--- src/hw/omc_pkg.sv ---
// Package: constants and types for the output macrocell array
package omc_pkg;

  // Array geometry
  localparam int NUM_MC   = 8;
  localparam int NUM_PT   = 8;
  // Product term that doubles as output enable on I/O macrocells
  localparam int OE_PT    = 0;
  // Outermost and innermost macrocell positions
  localparam int OUTER_LO = 0;
  localparam int OUTER_HI = 7;
  localparam int INNER_LO = 3;
  localparam int INNER_HI = 4;
  // Synchroniser depth for pin inputs
  localparam int SYNC_DEPTH = 2;

  // Reset values
  localparam logic [7:0] RST_PIN_DATA = 8'h00;
  localparam logic [7:0] RST_PIN_OE_N = 8'hFF;
  localparam logic [7:0] RST_REG_Q    = 8'h00;
  localparam logic [7:0] RST_FB       = 8'h00;

  // Global mode, one-hot
  typedef enum logic [3:0] {
    OMC_MODE_REG     = 4'h1,
    OMC_MODE_COMPLEX = 4'h2,
    OMC_MODE_SIMPLE  = 4'h4,
    OMC_MODE_NONE    = 4'h8
  } omc_mode_e;

  // Eight product terms of one macrocell
  typedef logic [NUM_PT-1:0] omc_pterm_t;

  // Two global architecture bits
  typedef struct packed {
    logic global_register_select;
    logic global_arch_select;
  } omc_global_s;

  // Sixteen per-macrocell architecture bits
  typedef struct packed {
    logic [NUM_MC-1:0] polarity;
    logic [NUM_MC-1:0] macrocell_io_config;
  } omc_mc_cfg_s;

endpackage

--- src/hw/omc_output_macrocell_array.sv ---
// Module: configurable array of eight output macrocells
`timescale 1ns/1ps
`default_nettype none

module omc_output_macrocell_array (
  // System clock and reset
  input  wire logic                                 clk_in,
  input  wire logic                                 rst_n_in,
  // Architecture bits and product terms, same clock
  input  wire omc_pkg::omc_global_s                 global_cfg_in,
  input  wire omc_pkg::omc_mc_cfg_s                 mc_cfg_in,
  input  wire omc_pkg::omc_pterm_t [omc_pkg::NUM_MC-1:0] pterm_in,
  // Board pins, asynchronous to clk_in
  input  wire logic                                 clk_pin_in,
  input  wire logic                                 oe_n_pin_in,
  input  wire logic [omc_pkg::NUM_MC-1:0]           mc_pin_in,
  // Pin drive, enables, array paths and mode
  output logic [omc_pkg::NUM_MC-1:0]                mc_pin_out,
  output logic [omc_pkg::NUM_MC-1:0]                mc_pin_oe_n_out,
  output logic [omc_pkg::NUM_MC-1:0]                feedback_out,
  output logic [1:0]                                dedicated_in_out,
  output omc_pkg::omc_mode_e                        mode_out
);

  // Sum of the product terms; with an enable term that term is left out
  function automatic logic sum_terms(input omc_pkg::omc_pterm_t pt,
                                     input logic                use_oe);
    logic acc;
    acc = 1'b0;
    for (int k = 0; k < omc_pkg::NUM_PT; k++) begin
      if (!(use_oe && k == omc_pkg::OE_PT)) begin
        acc = acc | pt[k];
      end
    end
    return acc;
  endfunction

  // Polarity stage: 0 inverts (active low), 1 passes (active high)
  function automatic logic apply_pol(input logic v, input logic pol);
    return pol ? v : ~v;
  endfunction

  // Synchronised copies of the board pins
  logic [omc_pkg::SYNC_DEPTH-1:0] clk_sync;
  logic [omc_pkg::SYNC_DEPTH-1:0] oe_sync;
  logic [omc_pkg::NUM_MC-1:0]     pin_meta;
  logic [omc_pkg::NUM_MC-1:0]     pin_sync;

  // Shared clock edge detect
  logic                           clk_prev;
  logic                           clk_rise;

  // Decoded mode and registered cells
  omc_pkg::omc_mode_e             mode;
  logic [omc_pkg::NUM_MC-1:0]     reg_q;

  // Next values of the flopped outputs
  logic [omc_pkg::NUM_MC-1:0]     next_pin;
  logic [omc_pkg::NUM_MC-1:0]     next_oe_n;
  logic [omc_pkg::NUM_MC-1:0]     next_fb;
  logic [1:0]                     next_ded;

  // Mode decode from the two global bits
  always_comb begin
    case ({global_cfg_in.global_register_select,
           global_cfg_in.global_arch_select})
      2'h1:    mode = omc_pkg::OMC_MODE_REG;
      2'h3:    mode = omc_pkg::OMC_MODE_COMPLEX;
      2'h2:    mode = omc_pkg::OMC_MODE_SIMPLE;
      default: mode = omc_pkg::OMC_MODE_NONE;
    endcase
  end

  // Shared clock pin synchroniser; idles low so reset makes no false edge
  always_ff @(posedge clk_in or negedge rst_n_in) begin
    if (!rst_n_in) begin
      clk_sync <= '0;
    end else begin
      clk_sync <= {clk_sync[0], clk_pin_in};
    end
  end

  // Shared enable pin synchroniser; resets to the disabled level
  always_ff @(posedge clk_in or negedge rst_n_in) begin
    if (!rst_n_in) begin
      oe_sync <= '1;
    end else begin
      oe_sync <= {oe_sync[0], oe_n_pin_in};
    end
  end

  // Macrocell pin synchroniser; only the second flop is read elsewhere
  always_ff @(posedge clk_in or negedge rst_n_in) begin
    if (!rst_n_in) begin
      pin_meta <= '0;
      pin_sync <= '0;
    end else begin
      pin_meta <= mc_pin_in;
      pin_sync <= pin_meta;
    end
  end

  // Edge detect on the synchronised shared clock, never on the first flop
  always_ff @(posedge clk_in or negedge rst_n_in) begin
    if (!rst_n_in) begin
      clk_prev <= 1'b0;
    end else begin
      clk_prev <= clk_sync[1];
    end
  end

  assign clk_rise = clk_sync[1] & ~clk_prev;

  // Per-macrocell register and pin/feedback decode
  for (genvar i = 0; i < omc_pkg::NUM_MC; i++) begin : g_mc
    localparam bit IS_OUTER = (i == omc_pkg::OUTER_LO) ||
                              (i == omc_pkg::OUTER_HI);
    localparam bit IS_INNER = (i == omc_pkg::INNER_LO) ||
                              (i == omc_pkg::INNER_HI);
    // Simple-mode path of cell i carries the pin of its outward neighbour
    localparam int NBR = (i < omc_pkg::INNER_HI) ? i - 1 : i + 1;
    logic nbr_pin;

    if (IS_OUTER) begin : g_outer
      assign nbr_pin = 1'b0;
    end else begin : g_inner
      assign nbr_pin = pin_sync[NBR];
    end

    // Sums of all eight terms and of the seven beside the enable term
    logic sum_all;
    logic sum_io;
    logic load_en;
    assign sum_all = sum_terms(pterm_in[i], 1'b0);
    assign sum_io  = sum_terms(pterm_in[i], 1'b1);

    // Load strobe: shared clock rise on a registered cell only
    assign load_en = clk_rise && mode == omc_pkg::OMC_MODE_REG &&
                     !mc_cfg_in.macrocell_io_config[i];

    // Registered cell loads on the shared clock rise only
    always_ff @(posedge clk_in or negedge rst_n_in) begin
      if (!rst_n_in) begin
        reg_q[i] <= omc_pkg::RST_REG_Q[i];
      end else if (load_en) begin
        reg_q[i] <= apply_pol(sum_all, mc_cfg_in.polarity[i]);
      end
    end

    // Pin drive and enable of this cell
    always_comb begin
      logic io;
      logic pol;
      io           = mc_cfg_in.macrocell_io_config[i];
      pol          = mc_cfg_in.polarity[i];
      next_pin[i]  = 1'b0;
      next_oe_n[i] = 1'b1;
      case (mode)
        omc_pkg::OMC_MODE_REG: begin
          if (!io) begin
            // Shared active-low enable; high floats the output
            next_pin[i]  = reg_q[i];
            next_oe_n[i] = oe_sync[1];
          end else begin
            // I/O cell: term 0 is the enable, seven terms form the sum
            next_pin[i]  = apply_pol(sum_io, pol);
            next_oe_n[i] = ~pterm_in[i][omc_pkg::OE_PT];
          end
        end
        omc_pkg::OMC_MODE_COMPLEX: begin
          // Every cell is output or I/O with term-controlled enable
          next_pin[i]  = apply_pol(sum_io, pol);
          next_oe_n[i] = ~pterm_in[i][omc_pkg::OE_PT];
        end
        omc_pkg::OMC_MODE_SIMPLE: begin
          // Inner cells always drive; others drive unless dedicated input
          if (IS_INNER || !io) begin
            next_pin[i]  = apply_pol(sum_all, pol);
            next_oe_n[i] = 1'b0;
          end
        end
        default: begin
          // Undefined global code: all pins float
          next_oe_n[i] = 1'b1;
        end
      endcase
    end

    // Path of this cell into the array; outer paths may carry the pins
    always_comb begin
      next_fb[i] = 1'b0;
      case (mode)
        omc_pkg::OMC_MODE_REG: begin
          // Registered cells return q, I/O cells their own pin
          if (!mc_cfg_in.macrocell_io_config[i]) begin
            next_fb[i] = reg_q[i];
          end else begin
            next_fb[i] = pin_sync[i];
          end
        end
        omc_pkg::OMC_MODE_COMPLEX: begin
          if (i == omc_pkg::OUTER_HI) begin
            next_fb[i] = clk_sync[1];
          end else if (i == omc_pkg::OUTER_LO) begin
            next_fb[i] = oe_sync[1];
          end else begin
            next_fb[i] = pin_sync[i];
          end
        end
        omc_pkg::OMC_MODE_SIMPLE: begin
          // Neighbour routing leaves the inner pins with no path back
          if (i == omc_pkg::OUTER_HI) begin
            next_fb[i] = clk_sync[1];
          end else if (i == omc_pkg::OUTER_LO) begin
            next_fb[i] = oe_sync[1];
          end else begin
            next_fb[i] = nbr_pin;
          end
        end
        default: begin
          // Undefined global code: nothing reaches the array
          next_fb[i] = 1'b0;
        end
      endcase
    end
  end

  // Clock and enable pins are array inputs only in complex and simple modes
  always_comb begin
    if (mode == omc_pkg::OMC_MODE_COMPLEX ||
        mode == omc_pkg::OMC_MODE_SIMPLE) begin
      next_ded = {oe_sync[1], clk_sync[1]};
    end else begin
      next_ded = 2'h0;
    end
  end

  // Pin data; one cycle from decode so a mode change never glitches a pin
  always_ff @(posedge clk_in or negedge rst_n_in) begin
    if (!rst_n_in) begin
      mc_pin_out <= omc_pkg::RST_PIN_DATA;
    end else begin
      mc_pin_out <= next_pin;
    end
  end

  // Pin enables; reset floats every pin until the mode is known
  always_ff @(posedge clk_in or negedge rst_n_in) begin
    if (!rst_n_in) begin
      mc_pin_oe_n_out <= omc_pkg::RST_PIN_OE_N;
    end else begin
      mc_pin_oe_n_out <= next_oe_n;
    end
  end

  // Array paths of all eight cells
  always_ff @(posedge clk_in or negedge rst_n_in) begin
    if (!rst_n_in) begin
      feedback_out <= omc_pkg::RST_FB;
    end else begin
      feedback_out <= next_fb;
    end
  end

  // Clock and enable pins seen as array inputs
  always_ff @(posedge clk_in or negedge rst_n_in) begin
    if (!rst_n_in) begin
      dedicated_in_out <= 2'h0;
    end else begin
      dedicated_in_out <= next_ded;
    end
  end

  // Decoded mode, in step with the pins it explains
  always_ff @(posedge clk_in or negedge rst_n_in) begin
    if (!rst_n_in) begin
      mode_out <= omc_pkg::OMC_MODE_NONE;
    end else begin
      mode_out <= mode;
    end
  end

endmodule

`default_nettype wire

--- config.mk ---
export PLATFORM = sky130hd
export DESIGN_NAME = omc_output_macrocell_array
export DESIGN_NICKNAME = d
export VERILOG_FILES = /design/src/hw/omc_pkg.sv /design/src/hw/omc_output_macrocell_array.sv
export SDC_FILE = /design/constraint.sdc
export NUM_CORES = 1
export LEC_CHECK = 0
export BUFFER_PORTS_ARGS = -buffer_cell sky130_fd_sc_hd__buf_2
export CORE_ASPECT_RATIO = 1.1
export CORE_MARGIN = 3
export CORE_UTILIZATION = 26
export CTS_BUF_LIST = sky130_fd_sc_hd__clkbuf_4 sky130_fd_sc_hd__clkbuf_8 sky130_fd_sc_hd__clkbuf_16
export DETAILED_ROUTE_END_ITERATION = 12
export PLACE_DENSITY = 0.6
export SLEW_MARGIN = 30
export SYNTH_ARGS = -nofsm -noshare
export SYNTH_HDL_FRONTEND = slang
export SYNTH_SLANG_ARGS = --single-unit
export TNS_END_PERCENT = 100
--- constraint.sdc ---
create_clock -name clk_in -period 1.2 [get_ports clk_in]
set_input_delay 0.18 -clock clk_in [delete_from_list [all_inputs] [get_ports clk_in]]
set_output_delay 0.18 -clock clk_in [all_outputs]
set_load 0.005 [all_outputs]
* Word-level counts from Yosys, hierarchy flattened
Index checks and enable logic that the tools add are counted.
** Operators by class
- Muxes and demuxes :: 78
- Reduce and logical (&&, ||, !) cells :: 19
- Equal/unequal tests :: 6
- Bitwise logic cells :: 130
** Operators with widths (count)
- 1-bit OR :: 104
- 1-bit case mux with 3 select lines :: 22
- 1-bit two-way mux :: 52
- 1-bit NOT :: 25
- 4-bit case mux with 3 select lines :: 1
- 1-bit logical AND :: 9
- 1-bit logical NOT :: 8
- 2-bit == test (second input constant) :: 2
- 4-bit by 1-bit == test with 1-bit output (second input constant) :: 1
- 4-bit by 2-bit == test with 1-bit output (second input constant) :: 1
- 4-bit by 3-bit == test with 1-bit output (second input constant) :: 1
- 1-bit case mux with 2 select lines :: 2
- 2-bit by 1-bit == test with 1-bit output (second input constant) :: 1
- 2-bit two-way mux :: 1
- 2-bit OR reduction :: 1
- 1-bit AND :: 1
- 1-bit logical OR :: 1
** Word-level totals
- Flip-flop bits (word level) :: 59
- Output and inout bits :: 30
- Bits of input ports :: 94
- Logic and storage cells :: 251

* Longest topological paths before layout
- Word-level depth :: 11
- Mapped depth :: 7
- Gate-level depth less buffers :: 6

* Worst setup path after synthesis
OpenSTA, ideal clock, no wires.
- Path kind :: input-to-reg
- From :: input pterm_in[11] in the netlist's numbering
- To :: register mc_pin_out[1] in the netlist's numbering
- Required time :: 1079 ps
- Data arrival time :: 1061 ps
- Stages on the path :: 5
- Setup slack :: 18 ps
- Path through :: nor4_1 nand2_1 mux2_1 a21oi_1 o21ai_1
** Between the ends
- Longest elaborated chain between the ends :: 9
- Elaborated cells between the ends (all ways) :: 17
- Classes of those cells :: mux: 5; bitwise: 12
** RTL lines
- start, declared :: RTL line omc_output_macrocell_array.sv:12 : input wire omc_pkg::omc_pterm_t [omc_pkg::NUM_MC-1:0] pterm_in,
- 1-bit OR (5 in a row) :: RTL line omc_output_macrocell_array.sv:32 : acc = acc | pt[k];
- 1-bit NOT :: RTL line omc_output_macrocell_array.sv:40 : return pol ? v : ~v;
- 1-bit two-way mux :: RTL line omc_output_macrocell_array.sv:40
- 1-bit two-way mux, on equally long branches :: RTL line omc_output_macrocell_array.sv:177, omc_output_macrocell_array.sv:160
- 1-bit case mux with 3 select lines * :: RTL line omc_output_macrocell_array.sv:158 : case (mode)
- via next_pin (one bit) :: RTL line omc_output_macrocell_array.sv:58 : logic [omc_pkg::NUM_MC-1:0] next_pin;
- end signal, assigned :: RTL line omc_output_macrocell_array.sv:241 : mc_pin_out <= omc_pkg::RST_PIN_DATA;
- end signal, assigned :: RTL line omc_output_macrocell_array.sv:243 : mc_pin_out <= next_pin;
- end, declared :: RTL line omc_output_macrocell_array.sv:18 : output logic [omc_pkg::NUM_MC-1:0] mc_pin_out,
The timed path passes the listed nets; every way through them passes the cells marked *.
A chain may end at the register's enable or synchronous reset.

* Final worst setup path
- From :: register mc_pin_oe_n_out[0] in the netlist's numbering
- To :: output mc_pin_oe_n_out[0] in the netlist's numbering
** RTL lines
- start, declared :: RTL line omc_output_macrocell_array.sv:19 : output logic [omc_pkg::NUM_MC-1:0] mc_pin_oe_n_out,
- start signal, assigned :: RTL line omc_output_macrocell_array.sv:250 : mc_pin_oe_n_out <= omc_pkg::RST_PIN_OE_N;
- start signal, assigned :: RTL line omc_output_macrocell_array.sv:252 : mc_pin_oe_n_out <= next_oe_n;
No word-level cell between the ends.

==> key figures <==
Outcome
  • Status: finished clean

Drt
  • Vias post-DR: approximately 2.5k
  • WL/cell: between 10 and 15 µm
  • Detail Route Antenna Nets: 0
  • Post-DR vias/cell: roughly 4.6
  • DRT iter0 DRCs: between 60 and 70
  • Top sig layer: met4
  • DRT met1 WL: about 3100 µm
  • DRC Markers: 0
  • WL final: approximately 7300 µm
  • DR WL met2: around 3600 µm
  • Initial DRT Pass Iterations: 4
  • Met3 WL post-DR: ~540 µm

Floorplan
  • Area of the core: between 9000 and 10,000 µm²
  • Die area: 11,620 µm²
  • Die X: around 100 µm
  • Boundary Pins: about 120
  • Initial Utilization: a little over a quarter
  • Row count: 38
  • Die height: ~110 µm

Timing
  • Hold Violations, Final: 0
  • Relative slew slack: 79.20%
  • Final Cycle Share: a little over nine tenths
  • Fmax: between 0.8 and 0.9 GHz
  • Final min period: 1.140 ns
  • Worst Clk Skew: 0.009619 ns
  • Count of pins over their slew limit: 0
  • Setup repair after global routing missed its margin: false
  • Slew @ Worst Pin: about 0.31 ns
  • Final Setup Violations: 0

Placed design
  • Placer congestion estimate: about 0.74
  • Placed Instances: 503
  • IO Port Bufs: roughly 120
  • Dpl hpwl: around 5500 µm

Power and ir drop
  • Sw power: approximately 1200 µW
  • IR drop worst, VDD: 0.0005472 V
  • Clk pwr share: between 30% and 40%
  • Comb power frac: 15.7%
  • P_int: ~3600 µW
  • Share of power burned in registers: a little under half
  • Power Density: around 1300 nW/µm²
  • Total leakage power: 0.001823 µW
  • Total Power: 4845 µW
  • Sw frac: roughly a quarter

Synth
  • Avg Cell Area, Syn: ~10 µm²
  • Prevailing post-synth register cell: dfrtp_1
  • Post-synthesis register bit count: 59
  • Post-synthesis async set-or-reset flop share: between 90% and 100%
  • Seq/Total Area, Yosys: a little under three fifths
  • Synth area leaders: dfrtp_1, dfstp_2, o21ai_0, xnor2_1, nand2_1
  • Cell Area, Synth: between 2000 and 3000 µm²
  • Area share of the largest cell type after synthesis: approximately 45%
  • Post-synthesis net count: about 350
  • Synth warnings: 0
  • Cell count after synthesis: about 260
  • Library cells used by synthesis: 36
  • Leading area contributor after synthesis: dfrtp_1
  • Post-synth EDFFs: 0

Run
  • Max-cap violations: 0

Setup path
  • Critical path depth: 1
  • Slowest cell on the critical path: dfstp_2
  • CP cell instances: buf_2
  • R2R depth: 3
  • WP data arrival: 0.96 ns
  • Buf+Inv Stages, Crit Path: 1
  • Slowest stage delay, CP: between 0.5 and 0.6 ns
  • Startpoint types: flop
  • Worst setup path class: reg -> out
  • CP endpoint kind: output port
  • Crit path max fanout: 1
  • CP delay by family, top: flip-flops
  • Worst EP required: just over 1 ns

Cells and area
  • ANT cells: 0
  • Non-Filler Instances: 530
  • Fin nets: about 500
  • Layout cells sized above 1: a little over two fifths
  • Synth-to-layout area growth: 42.22%
  • Commonest cells after routing, fill and taps aside: buf_2, dfrtp_1, nand2_1
  • Commonest non-fill, non-tap cell in the layout: buf_2

GRT
  • Global-route wire length before repair: around 12,000 µm
  • GR Overflow Total: 0
  • Initial antenna violation count: 0
  • GRT Overall Usage: about an eighth
  • Pin count of the biggest net entering global routing: 60
  • Vias in the first global route: between 2k and 2.5k

Clocking
  • Clk sinks: 59
  • CTS Buffer Depth: 2
  • TritonCTS clock tree: done
  • CTS clk-pin slew, worst paths: roughly 0.06 ns
  • CTS root buf: clkbuf_8
  • H-Tree Depth: 3
  • CTS Buf Count: 9
  • Clk_lat worst skew: around 0.33 ns

Worst hold path
  • Hold Crit Class: in -> reg
  • Hold Crit Depth: 2
-- cell families after synthesis --
logic type	synth area share [%]
AO/OA/AOI/OAI	17.79
AND/OR/NAND/NOR	13.79
XOR/XNOR	4.552
flip-flops	55.32
multiplexers	4.737
buffers and inverters	3.809
-- power by group through the flow --
stage	clock, µW	combinational, µW	sequential (µW)
floorplan	0	323	2290
global placement	0	725	2290
detailed placement	0	743	2290
CTS	1890	772	2260
global route	1990	863	2280
finish	1830	761	2250
-- Yosys cell counts (2+ instances only) --
| library cell | number |
|---|---|
| nor4_1 | 8 |
| o21ai_0 | 25 |
| o31ai_1 | 9 |
| o32ai_1 | 7 |
| mux2i_1 | 6 |
| a22oi_1 | 9 |
| nor3_1 | 8 |
| nand2b_1 | 4 |
| inv_2 | 3 |
| nand3_1 | 2 |
| dfrtp_1 | 48 |
| inv_1 | 6 |
| nand2_1 | 28 |
| a21oi_1 | 12 |
| nor2_1 | 22 |
| clkbuf_1 | 7 |
| o21bai_1 | 2 |
| a32oi_1 | 3 |
| mux2_2 | 5 |
| xnor2_1 | 14 |
| and2_1 | 3 |
| dfstp_2 | 11 |
| buf_2 | 4 |
-- metrics by stage --
stage	setup WS (ns)	setup TNS (ns)	hold WS, ns	utilization [%]	instance area (µm²)
floorplan	0.01802	0	-0.1156	-	2694
global placement	-0.09626	-0.2289	0.2097	35.21	3516
detailed placement	-0.1593	-0.6034	0.2106	35.21	3516
CTS	0.03194	0	0.05191	38.35	3829
global route	0.01097	0	0.07089	38.37	3831
finish	0.06050	0	0.07348	38.37	3831
-- path summary, 6_finish.rpt --
kind | startpoint | to | slack (ns)
min in group asynchronous | rst_n_in | mc_pin_out[4] | 0.39
worst max register to register | clk_sync[1] | reg_q[3] | 0.11
max in group asynchronous | rst_n_in | mc_pin_oe_n_out[2] | 0.51
worst min register to register | pin_meta[1] | pin_sync[1] | 0.34
worst min-delay path | pterm_in[24] | mc_pin_oe_n_out[3] | 0.07
worst max-delay path | mc_pin_oe_n_out[0] | mc_pin_oe_n_out[0] | 0.06
-- worst register-to-register path: stages (launching register included) --
cell and delay (ns):
dfrtp_1 0.42, nand3b_4 0.24, o21ai_0 0.22, o31ai_1 0.09
-- layer usage --
layer  track usage, %  up-vias
met4            4.231        0
li1                 -     1212
met3            4.316       12
met1            16.78     1144
met5                0        -
met2            20.62       95
-- layout make-up --
type                            count  area [µm²]
Timing Repair Buffer              149       850.8
Clock inverter                      4       50.05
Clock buffer                       12       152.6
Inverter                            9       33.78
Tap cell                          120       150.1
Multi-Input combinational cell    177        1104
Fill cell                        1017        6153
Sequential cell                    59        1490
-- what timing repair did --
action	in CTS	in global routing
resized for setup	0	1
endpoints found under the setup margin	0	3
hold endpoints to repair	58	0
hold buffers	11	0
buffers inserted	0	0
-- flip-flops by register name, indices dropped and copies added, names as in the netlist --
| name | cells |
|---|---|
| reg_q | 8 |
| pin_meta | 8 |
| clk_sync | 2 |
| pin_sync | 8 |
| dedicated_in_out | 2 |
| feedback_out | 8 |
| oe_sync | 2 |
| clk_prev | 1 |
| mc_pin_oe_n_out | 8 |
| mc_pin_out | 8 |
| mode_out | 4 |
Note: power is estimated with default switching activity, not from simulation.
